## src/logic/asp_pkg.sv

```systemverilog
// Constants shared by the sample pipeline port and its output buffer.
// Function
// - Strobe rise holds input, starts conversion.
// - Coarse five bits pick one of 32 taps.
// - Fine six bits: five low, one correction.
// - Decode aligns both results into one word.
// - Latched word appears two and half periods later.
// - Latches update on strobe fall, then delay.
// - Flag raised from one LSB past range.
// - Offset binary; over range gives all ones.
package asp_pkg;
  localparam int          WORD_W              = 10;
  localparam int          COARSE_W            = 5;
  localparam int          FINE_W              = 6;
  localparam int          LOW_W               = 5;
  localparam int          TAPS                = 32;
  localparam int          LEVEL_W             = 12;
  localparam int          CALC_W              = 13;
  // Input level that maps to the all-zeros word.
  localparam logic [12:0] LEVEL_BASE          = 13'h0400;
  localparam logic [12:0] LEVEL_SPAN          = 13'h03FF;
  localparam logic [9:0]  WORD_MIN            = 10'h000;
  localparam logic [9:0]  WORD_MAX            = 10'h3FF;
  // The fine flash sees the residue lifted by half a coarse step.
  localparam logic [12:0] FINE_HALF           = 13'h0010;
  localparam int          CLK_PERIOD_NS       = 10;
  localparam int          OUTPUT_UPDATE_DELAY_NS  = 12;
  localparam int          OUTPUT_UPDATE_DELAY_CYC =
    (OUTPUT_UPDATE_DELAY_NS + CLK_PERIOD_NS - 1) / CLK_PERIOD_NS;
  localparam int          BUF_DEPTH           = 2;
endpackage

```

## src/logic/asp_word_buffer.sv

```systemverilog
// Shift-style buffer whose head entry drives the outputs from flip-flops.
`timescale 1ns/100ps
module asp_word_buffer #(
  parameter int WIDTH = 11,
  parameter int DEPTH = 2
) (
  input  wire logic             i_mclk,    // System clock.
  input  wire logic             i_reset_n, // Synchronous reset, active low.
  input  wire logic             i_valid,   // Entry offered.
  output logic                  o_ready,   // Room for one entry.
  input  wire logic [WIDTH-1:0] i_data,    // Offered entry.
  output logic                  o_valid,   // Head entry present.
  input  wire logic             i_ready,   // Receiver takes head.
  output logic      [WIDTH-1:0] o_data     // Head entry.
);
  localparam int CW = $clog2(DEPTH + 1);
  localparam logic [CW-1:0] ONE = CW'(1);
  localparam logic [CW-1:0] FULL = CW'(DEPTH);

  logic [WIDTH-1:0] slot [DEPTH];
  logic [CW-1:0]    count;
  logic [CW-1:0]    next_count;
  logic [CW-1:0]    wr_idx;
  logic             push;
  logic             pop;

  // Ready ignores a same-cycle pop, so full stays honest and no path runs through.
  assign o_ready = (count != FULL);
  assign push    = i_valid && o_ready;
  assign pop     = o_valid && i_ready;
  assign wr_idx  = pop ? count - ONE : count;

  always_comb
  begin
    next_count = count;
    if (push && !pop)
    begin
      next_count = count + ONE;
    end
    else if (pop && !push)
    begin
      next_count = count - ONE;
    end
  end

  always_ff @(posedge i_mclk)
  begin
    if (!i_reset_n)
    begin
      count   <= '0;
      o_valid <= 1'b0;
    end
    else
    begin
      count   <= next_count;
      o_valid <= (next_count != '0);
    end
  end

  always_ff @(posedge i_mclk)
  begin
    if (!i_reset_n)
    begin
      for (int i = 0; i < DEPTH; i++)
      begin
        slot[i] <= '0;
      end
    end
    else
    begin
      for (int i = 0; i < DEPTH; i++)
      begin
        if (push && wr_idx == CW'(i))
        begin
          slot[i] <= i_data;
        end
        else if (pop)
        begin
          slot[i] <= (i + 1 < DEPTH) ? slot[(i + 1) % DEPTH] : slot[i];
        end
      end
    end
  end

  assign o_data = slot[0];
endmodule // asp_word_buffer

```

## src/logic/asp_sample_port.sv

```systemverilog
// Sample strobe pipeline: hold, coarse, fine, decode, output latch and buffer.
`timescale 1ns/100ps
module asp_sample_port (
  input  wire logic        i_mclk,         // System clock, 100 MHz.
  input  wire logic        i_reset_n,      // Synchronous reset, active low.
  input  wire logic        i_strobe,       // Sample strobe pin, asynchronous.
  input  wire logic [11:0] i_level,        // Digitised input level, asynchronous.
  input  wire logic        i_word_ready,   // Receiver accepts the head word.
  output logic [9:0]       o_sample_word,  // Offset binary sample word.
  output logic             o_out_of_range, // Out-of-range flag for that word.
  output logic             o_word_valid,   // Head word present.
  output logic             o_overrun       // Pulse: latched word replaced unsent.
);
  logic        strobe_s1;
  logic        strobe_s2;
  logic        strobe_s3;
  logic [11:0] level_s1;
  logic [11:0] level_s2;
  logic        rise;
  logic        fall;

  always_ff @(posedge i_mclk)
  begin
    if (!i_reset_n)
    begin
      strobe_s1 <= 1'b0;
      strobe_s2 <= 1'b0;
      strobe_s3 <= 1'b0;
      level_s1  <= '0;
      level_s2  <= '0;
    end
    else
    begin
      strobe_s1 <= i_strobe;
      strobe_s2 <= strobe_s1;
      strobe_s3 <= strobe_s2;
      level_s1  <= i_level;
      level_s2  <= level_s1;
    end
  end

  // The strobe is assumed free running at a steady duty; stalls are not detected.
  assign rise = strobe_s2 && !strobe_s3;
  assign fall = !strobe_s2 && strobe_s3;

  function automatic logic [12:0] tap_level(input logic [31:0] onehot);
    logic [12:0] lvl;
    lvl = '0;
    for (int t = 0; t < asp_pkg::TAPS; t++)
    begin
      if (onehot[t])
      begin
        lvl = lvl | 13'(t << asp_pkg::LOW_W);
      end
    end
    return lvl;
  endfunction

  // Stage one: first hold.
  logic [11:0] hold_level;
  logic        hold_valid;

  always_ff @(posedge i_mclk)
  begin
    if (!i_reset_n)
    begin
      hold_level <= '0;
      hold_valid <= 1'b0;
    end
    else if (rise)
    begin
      hold_level <= level_s2;
      hold_valid <= 1'b1;
    end
  end

  // Stage two: range check, coarse flash and tap selection.
  logic [12:0] held_rel;
  logic        held_low;
  logic        held_high;
  logic [12:0] clamped;
  logic [4:0]  coarse;
  logic [31:0] tap_sel;
  logic [12:0] pipe_level;
  logic        conv_oor;
  logic        conv_valid;

  assign held_low  = {1'b0, hold_level} < asp_pkg::LEVEL_BASE;
  assign held_rel  = {1'b0, hold_level} - asp_pkg::LEVEL_BASE;
  assign held_high = !held_low && (held_rel > asp_pkg::LEVEL_SPAN);
  assign clamped   = held_low ? '0 : (held_high ? asp_pkg::LEVEL_SPAN : held_rel);

  always_ff @(posedge i_mclk)
  begin
    if (!i_reset_n)
    begin
      coarse     <= '0;
      tap_sel    <= 32'h00000001;
      pipe_level <= '0;
      conv_oor   <= 1'b0;
      conv_valid <= 1'b0;
    end
    else if (rise)
    begin
      coarse     <= clamped[9:5];
      tap_sel    <= 32'h00000001 << clamped[9:5];
      pipe_level <= clamped;
      conv_oor   <= held_low || held_high;
      conv_valid <= hold_valid;
    end
  end

  // Stage three: residue from the selected tap, fine flash and correction.
  logic [12:0] residue;
  logic [5:0]  fine;
  logic [12:0] merged;
  logic [9:0]  decoded;
  logic        dec_oor;
  logic        dec_valid;

  assign residue = pipe_level - tap_level(tap_sel);
  assign fine    = 6'(residue + asp_pkg::FINE_HALF);
  // The top fine bit carries into the coarse field, the low five fill the word.
  assign merged  = {3'h0, coarse, 5'h00} + {7'h00, fine} - asp_pkg::FINE_HALF;

  always_ff @(posedge i_mclk)
  begin
    if (!i_reset_n)
    begin
      decoded   <= '0;
      dec_oor   <= 1'b0;
      dec_valid <= 1'b0;
    end
    else if (rise)
    begin
      decoded   <= merged[9:0];
      dec_oor   <= conv_oor;
      dec_valid <= conv_valid;
    end
  end

  // Output latch on the fall after the third rise, so two and a half periods.
  logic [9:0]  latch_word;
  logic        latch_oor;
  logic        latch_pending;
  logic [1:0]  delay_cnt;
  logic        delay_done;
  logic        buf_ready;

  localparam logic [1:0] DELAY_LAST = 2'(asp_pkg::OUTPUT_UPDATE_DELAY_CYC - 1);

  always_ff @(posedge i_mclk)
  begin
    if (!i_reset_n)
    begin
      latch_word <= '0;
      latch_oor  <= 1'b0;
    end
    else if (fall && dec_valid)
    begin
      latch_word <= decoded;
      latch_oor  <= dec_oor;
    end
  end

  // The word is handed on only once the update delay has passed.
  always_ff @(posedge i_mclk)
  begin
    if (!i_reset_n)
    begin
      delay_cnt  <= '0;
      delay_done <= 1'b0;
    end
    else if (fall && dec_valid)
    begin
      delay_cnt  <= '0;
      delay_done <= 1'b0;
    end
    else if (latch_pending && !delay_done)
    begin
      delay_cnt  <= delay_cnt + 2'h1;
      delay_done <= (delay_cnt == DELAY_LAST);
    end
  end

  // A new fall while the buffer still refuses replaces the word and reports it.
  always_ff @(posedge i_mclk)
  begin
    if (!i_reset_n)
    begin
      latch_pending <= 1'b0;
      o_overrun     <= 1'b0;
    end
    else
    begin
      // A word that enters the buffer on this very edge is not lost, so it is not reported.
      o_overrun <= fall && dec_valid && latch_pending && !(delay_done && buf_ready);
      if (fall && dec_valid)
      begin
        latch_pending <= 1'b1;
      end
      else if (delay_done && buf_ready)
      begin
        latch_pending <= 1'b0;
      end
    end
  end

  asp_word_buffer #(
    .WIDTH (asp_pkg::WORD_W + 1),
    .DEPTH (asp_pkg::BUF_DEPTH)
  ) u_buffer (
    .i_mclk    (i_mclk),
    .i_reset_n (i_reset_n),
    .i_valid   (latch_pending && delay_done),
    .o_ready   (buf_ready),
    .i_data    ({latch_oor, latch_word}),
    .o_valid   (o_word_valid),
    .i_ready   (i_word_ready),
    .o_data    ({o_out_of_range, o_sample_word})
  );

  hold_capture_a: assert property (@(posedge i_mclk) disable iff (!i_reset_n)
    rise |=> (hold_level == $past(level_s2)))
    else $error("hold stage missed the strobe rise");

  tap_onehot_a: assert property (@(posedge i_mclk) disable iff (!i_reset_n)
    $onehot(tap_sel) && tap_sel[coarse])
    else $error("tap select not one-hot on the coarse code");

  fine_window_a: assert property (@(posedge i_mclk) disable iff (!i_reset_n)
    conv_valid |-> (fine >= 6'h10) && (fine <= 6'h2F))
    else $error("fine result outside its correction window");

  decode_align_a: assert property (@(posedge i_mclk) disable iff (!i_reset_n)
    (rise && conv_valid) |=> ({3'h0, decoded} == $past(pipe_level)))
    else $error("decoded word does not match its sample");

  latch_edge_a: assert property (@(posedge i_mclk) disable iff (!i_reset_n)
    $changed(latch_word) |-> $past(fall))
    else $error("output latch changed off the strobe fall");

  latch_value_a: assert property (@(posedge i_mclk) disable iff (!i_reset_n)
    (fall && dec_valid) |=> (latch_word == $past(decoded)))
    else $error("output latch did not take the decoded word");

  flag_range_a: assert property (@(posedge i_mclk) disable iff (!i_reset_n)
    rise |=> (conv_oor == ($past(held_low) || $past(held_high))))
    else $error("out-of-range flag wrong for held level");

  flag_word_a: assert property (@(posedge i_mclk) disable iff (!i_reset_n)
    (latch_oor && latch_pending) |-> (latch_word == asp_pkg::WORD_MAX || latch_word == asp_pkg::WORD_MIN))
    else $error("out-of-range word is not at a full-scale end");

  flag_latency_a: assert property (@(posedge i_mclk) disable iff (!i_reset_n)
    (fall && dec_valid) |=> (latch_oor == $past(dec_oor)))
    else $error("flag not latched with its word");

  update_delay_a: assert property (@(posedge i_mclk) disable iff (!i_reset_n)
    (fall && dec_valid) |=> !delay_done ##1 !delay_done ##1 delay_done)
    else $error("word handed on at the wrong delay");
endmodule // asp_sample_port

```

## config.mk

```make
export PLATFORM = sky130hd
export DESIGN_NAME = asp_sample_port
export DESIGN_NICKNAME = d
export VERILOG_FILES = /design/src/logic/asp_pkg.sv /design/src/logic/asp_word_buffer.sv /design/src/logic/asp_sample_port.sv
export SDC_FILE = /design/constraint.sdc
export NUM_CORES = 1
export LEC_CHECK = 0
export ABC_AREA = 1
export ABC_CLOCK_PERIOD_IN_PS = 4100
export BUFFER_PORTS_ARGS = -buffer_cell sky130_fd_sc_hd__buf_2
export CORE_MARGIN = 5
export CORE_UTILIZATION = 55
export CTS_CLUSTER_SIZE = 10
export DETAILED_ROUTE_END_ITERATION = 8
export PLACE_DENSITY_LB_ADDON = 0.08
export SLEW_MARGIN = 20
export SYNTH_ARGS = -nofsm -noshare
export SYNTH_HDL_FRONTEND = slang
export SYNTH_SLANG_ARGS = --single-unit
```

## constraint.sdc

```tcl
create_clock -name i_mclk -period 4.1 [get_ports i_mclk]
set_input_delay 1.23 -clock i_mclk [delete_from_list [all_inputs] [get_ports i_mclk]]
set_output_delay 1.23 -clock i_mclk [all_outputs]
set_load 0.1 [all_outputs]
```

# Word-level counts from Yosys, hierarchy flattened
# Memories as Yosys holds them, arrays and structs flattened.
# Index checks and enable logic that the tools add are counted.
# op_classes
mux	93
bitwise	4
n_reduce_logical	25
eq_ne	7
n_lt_le_gt_ge	2
n_addsub	8
shift	1
# op_table
operator	count
2-to-1 mux 10 bit	20
2-to-1 mux 9 bit	8
2-to-1 mux 32 bit	2
2-to-1 mux 11 bit	4
2-to-1 mux 1 bit	36
2-to-1 mux 8 bit	4
<< shifter 1 x 5 -> 32 bit, first input constant	1
2-to-1 mux 12 bit	2
2-to-1 mux 6 bit	4
2-to-1 mux 2 bit	9
logical AND 1 bit	15
2-to-1 mux 7 bit	2
> comparator 13 x 10 -> 1 bit, second input constant	1
subtractor 12 x 11 -> 13 bit, second input constant	1
< comparator 12 x 11 -> 1 bit, second input constant	1
adder 10 x 6 -> 10 bit	1
2-to-1 mux 5 bit	2
subtractor 10 x 5 -> 10 bit, second input constant	1
logical NOT 1 bit	7
adder 6 x 5 -> 6 bit, second input constant	1
!= test 3 x 1 -> 1 bit, second input constant	2
subtractor 6 bit	1
adder 2 x 1 -> 2 bit, second input constant	2
== test 2 x 1 -> 1 bit, second input constant	2
7 further kinds	11
# word_totals
in_bits	16
output_inout_bits	13
memories	1
ram_bits	22
wordCells	164
ff_bits	116
# mem_list
memory	words	width	rd	rd_ports_with_merged_regs	write_ports	line_no	source
u_buffer.slot	2	11	2	0	2	asp_word_buffer.sv:20	logic [WIDTH-1:0] slot [DEPTH];

# Depth between registers and ports, before layout
# logic_depth
word_depth	36
ltp_mapped	18
mapped_depth_nobuf	18

# By module
# Synthesis repeated with hierarchy kept, for this count alone.
# unflattened
cells_unflattened	567
hier_area_um2	4924.7
# by_module_without_submodules
module	seq_area_each_um2	cells_each	area_per_inst_um2	instances
asp_sample_port	1921.8	435	3728.6	1
asp_word_buffer	720.7	132	1196.1	1

# Worst setup path before layout
# No wires, ideal clock.
# synth_timing
path_kind	reg-to-reg
startpoint	reg pipe_level[1]
endpoint	reg decoded[9]
n_path_buf	0
synth_period_minus_slack_ps	2704
required_ps	3981
setup_slack_ps	1396
setup_ps	119
arrival_ps	2585
stages_incl_launch_ff	19
cell_sequence	dfxtp_1 inv_1 ha_1 o21a_1 nor2_1 nor2_1 nor2_1 xor2_1 xnor2_1 ha_1 inv_1 ha_1 fa_1 nand2_1 nand2_1 a21oi_1 a21oi_1 o21ai_0 nand2_1
# synth_via
elab_chain_len	6
# synth_rtl
item	line_no	source
start: declaration	asp_sample_port.sv:84	logic [12:0] pipe_level;
start signal: assignment	asp_sample_port.sv:107	pipe_level <= clamped;
subtractor 6 bit	asp_sample_port.sv:121	assign residue = pipe_level - tap_level(tap_sel);
adder 6 x 5 -> 6 bit	asp_sample_port.sv:122	assign fine = 6'(residue + asp_pkg::FINE_HALF);
adder 10 x 6 -> 10 bit	asp_sample_port.sv:124	assign merged = {3'h0, coarse, 5'h00} + {7'h00, fine} - asp_pkg::FINE_HALF;
subtractor 10 x 5 -> 10 bit	asp_sample_port.sv:124	
2-to-1 mux 10 bit	asp_sample_port.sv:134	else if (rise)
2-to-1 mux 10 bit	asp_sample_port.sv:128	if (!i_reset_n)
end signal: assignment	asp_sample_port.sv:136	decoded <= merged[9:0];
end: declaration	asp_sample_port.sv:117	logic [9:0] decoded;
# No other way between the ends. The select of a mux whose other input is x is not followed.
# A chain may end at the register's enable or synchronous reset.

# Worst setup path in the final report
# Same ends and word-level chain as after synthesis.

==> flow_metrics.py <==
metrics = {
    "power_and_ir_drop": {
        "seqPwrFrac_pct": 42.1,
        "p_leak_nw": 2.41,
        "switching_power_mw": 0.786,
        "max-vdd-ir-drop_mv": 0.364,
        "comb_power_share_pct": 10.4,
        "switching_share_pct": 25.8,
        "intPower_mw": 2.26,
        "p_per_area_nw_per_um2": 552,
        "p_clk_share_pct": 47.5,
    },
    "cells_and_area": {
        "seqCellArea_um2": 2640,
        "nets": 588,
        "multiInputGateArea_um2": 1660,
        "drive_gt1_share_pct": 15.1,
        "diodes": 0,
        "mostFrequentLayoutCells": "99 x dfxtp_1, 98 x nand2_1, 79 x inv_1",
        "final_common_cell": "dfxtp_1",
        "syn2layout_area_growth_pct": 17.4,
        "final.fill_count": 706,
    },
    "detailed_routing": {
        "first_iter_violations": 151,
        "drt_wl_total_um": 9070,
        "firstDrtPassIters": 4,
        "wl_per_cell_um": 13.4,
        "via_per_inst": 5.13,
        "vias": 3466,
        "drc": 0,
        "postRouteAntennaNets": 0,
    },
    "timing": {
        "min_period_over_period_pct": 71.9,
        "tns_ns": 0,
        "relSlewSlack_pct": 59.5,
        "setup-violations-final": 0,
        "clock.fmax_mhz": 339,
        "rsz0062_at_grt": "false",
        "tightestPinTransition_ns": 0.606,
        "whs_ns": 0.408,
        "clock_skew_ns": 0.00694,
        "post-route-min-period_ns": 2.95,
        "hold_viol_final": 0,
        "final-max-slew-violation-count": 0,
    },
    "global_route": {
        "grt_use_total_pct": 18.7,
        "grt_pass1_wl_um": 15400,
        "antenna_found_initial": 0,
        "grt_max_degree": 41,
        "gr-total-overflow": 0,
        "grt_pass1_vias": 3401,
    },
    "die": {
        "die_h_um": 102,
        "die_w_um": 102,
        "core_area_um2": 8260,
        "start_util_pct": 56.8,
        "rows": 33,
        "die_area_um2": 10500,
        "pin_count": 29,
    },
    "clocking": {
        "clock-sinks": 121,
        "cts_resized": 0,
        "clkSlewWorstSetupHoldPaths_ns": 0.06,
        "postCtsHoldBufs": 0,
        "postCtsSetupRepairBufs": 0,
        "numCtsBuffers": 17,
        "clockBufferDepth": 2,
        "cts_tree": "built",
        "clock_latency_ns": 0.51,
        "cts_max_level": 4,
        "cts-root-buf": "clkbuf_8",
    },
    "critical_path": {
        "critPathBufInv": 2,
        "slowest_delay_ns": 0.41,
        "crit_family": "adder cells",
        "start_kind": "register",
        "crit_required_ns": 4.49,
        "path_class": "reg2reg",
        "worstSetupEndpointType": "register",
        "path_max_fanout": 4,
        "slowest_stage": "fa_1",
        "crit_chain": "inv_1, ha_1, o21a_1, nor2_1, nor2_1, nor2_1, xor2_1, xnor2_1, ha_1, inv_1, ha_1, fa_1, nand2_1, nand2_1, a21oi_1, a21oi_1, o21ai_0, nand2_1",
        "worstPathArrival_ns": 3.34,
    },
    "yosys": {
        "synth_cell_type_count": 38,
        "synth-seq-area-share_pct": 56.3,
        "synth_seq_cells": 121,
        "synth-edff-count": 22,
        "synth_area_per_cell_um2": 8.99,
        "synth_warnings": 0,
        "synth_nets": 553,
        "async_flop_share_pct": 0,
        "netlist_instances": 522,
        "synthFlopType": "dfxtp_1",
        "netlist_area_um2": 4690,
    },
    "placed_design": {
        "dp_hpwl_um": 6040,
        "place_congestion": 0.832,
        "port_buffers": 28,
    },
    "job": {
        "cap_violations": 0,
    },
    "min_path": {
        "hp-class": "reg2reg",
    },
    "outcome": {
        "status": "finished, final reports clean",
    },
}
-- power by group through the flow --
stage / clock network (mW) / logic (mW) / registers, mW
floorplan: 0 / 0.132 / 1.43
global placement: 0 / 0.312 / 1.30
detailed placement: 0 / 0.319 / 1.31
CTS: 1.47 / 0.320 / 1.28
global route: 1.52 / 0.345 / 1.29
finish: 1.45 / 0.318 / 1.28
-- worst paths after layout --
kind / startpoint / to / slack (ns) / cells past startpoint
setup reg to reg: pipe_level[1]$_SDFFE_PN0P_ / decoded[9]$_SDFFE_PN0P_ / 1.15 / 18
hold reg to reg: level_s1[1]$_SDFF_PN0_ / level_s2[1]$_SDFF_PN0_ / 0.41 / 2
setup / recovery: pipe_level[1]$_SDFFE_PN0P_ / decoded[9]$_SDFFE_PN0P_ / 1.15 / 18
hold / removal: level_s1[1]$_SDFF_PN0_ / level_s2[1]$_SDFF_PN0_ / 0.41 / 2
-- tightest hold or removal path, cell delays in order, from the launching register on --
cell and delay (ns):
dfxtp_1 0.30, nand2_1 0.04, inv_1 0.04
-- registers in the layout (all words and copies together), names as in the netlist, 2 cells and up --
signal / flops
u_buffer.slot: 22
tap_sel: 16
hold_level: 12
level_s1: 12
level_s2: 12
decoded: 10
latch_word: 10
coarse: 5
pipe_level: 5
delay_cnt: 2
u_buffer.count: 2
-- layout make-up --
| type | count | area share, % |
|---|---|---|
| Timing Repair Buffer | 31 | 2.95 |
| Clock inverter | 10 | 2.09 |
| Clock buffer | 22 | 8.60 |
| Inverter | 85 | 5.83 |
| Multi-Input combinational cell | 301 | 30.2 |
| Sequential cell | 121 | 47.9 |
| Tap cell | 105 | 2.38 |
-- layer usage --
metal / global-route usage, % / up-vias / wire length [um]
met1: 24.5 / 1598 / 4290
met5: 0 / - / 0
met3: 5.39 / 15 / 353
li1: - / 1786 / -
met2: 29.8 / 67 / 4290
met4: 6.76 / 0 / 125
-- cell usage after synthesis (all sizes together), types with 3 or more instances --
library cell / count / share of area (%)
dfxtp: 99 / 42
inv: 85 / 6.8
nand3: 30 / 3.5
a32o: 5 / 1.1
ha: 14 / 3.7
o21ai: 29 / 3.1
nand2: 105 / 9.1
a21oi: 21 / 2.3
xnor2: 3 / 0.56
xor2: 6 / 1.1
o22ai: 23 / 3.1
edfxtp: 22 / 14
clkbuf: 6 / 0.48
a211oi: 4 / 0.64
nand4: 10 / 1.5
buf: 9 / 0.93
nor2: 40 / 3.7
-- cells by family (layout without fill, tap and decap cells) --
kind of cell	count (synthesis)	count (layout)	synth area share (%)
and+or+nand+nor	189	189	18.4
buffers and inverters	100	148	8.26
xor gates and xnor gates	9	9	1.68
adders and majority gates	15	15	4.16
DFF	121	121	56.3
AOI/OAI and AO/OA	88	88	11.2
-- through the flow --
stage / worst slack, ns / std cells / instance area, um2 / power, mW / util [%]
detailed placement: 1.18 / 643 / 4920 / 1.63 / 59.6
global route: 0.821 / 675 / 5510 / 3.15 / 66.7
finish: 1.15 / 675 / 5510 / 3.04 / 66.7
CTS: 1.15 / 675 / 5510 / 3.07 / 66.7
global placement: 1.28 / 643 / 4920 / 1.62 / 59.6
floorplan: 1.40 / 522 / 4690 / 1.57 / -
No activity file was read; power rests on OpenSTA's default activity.
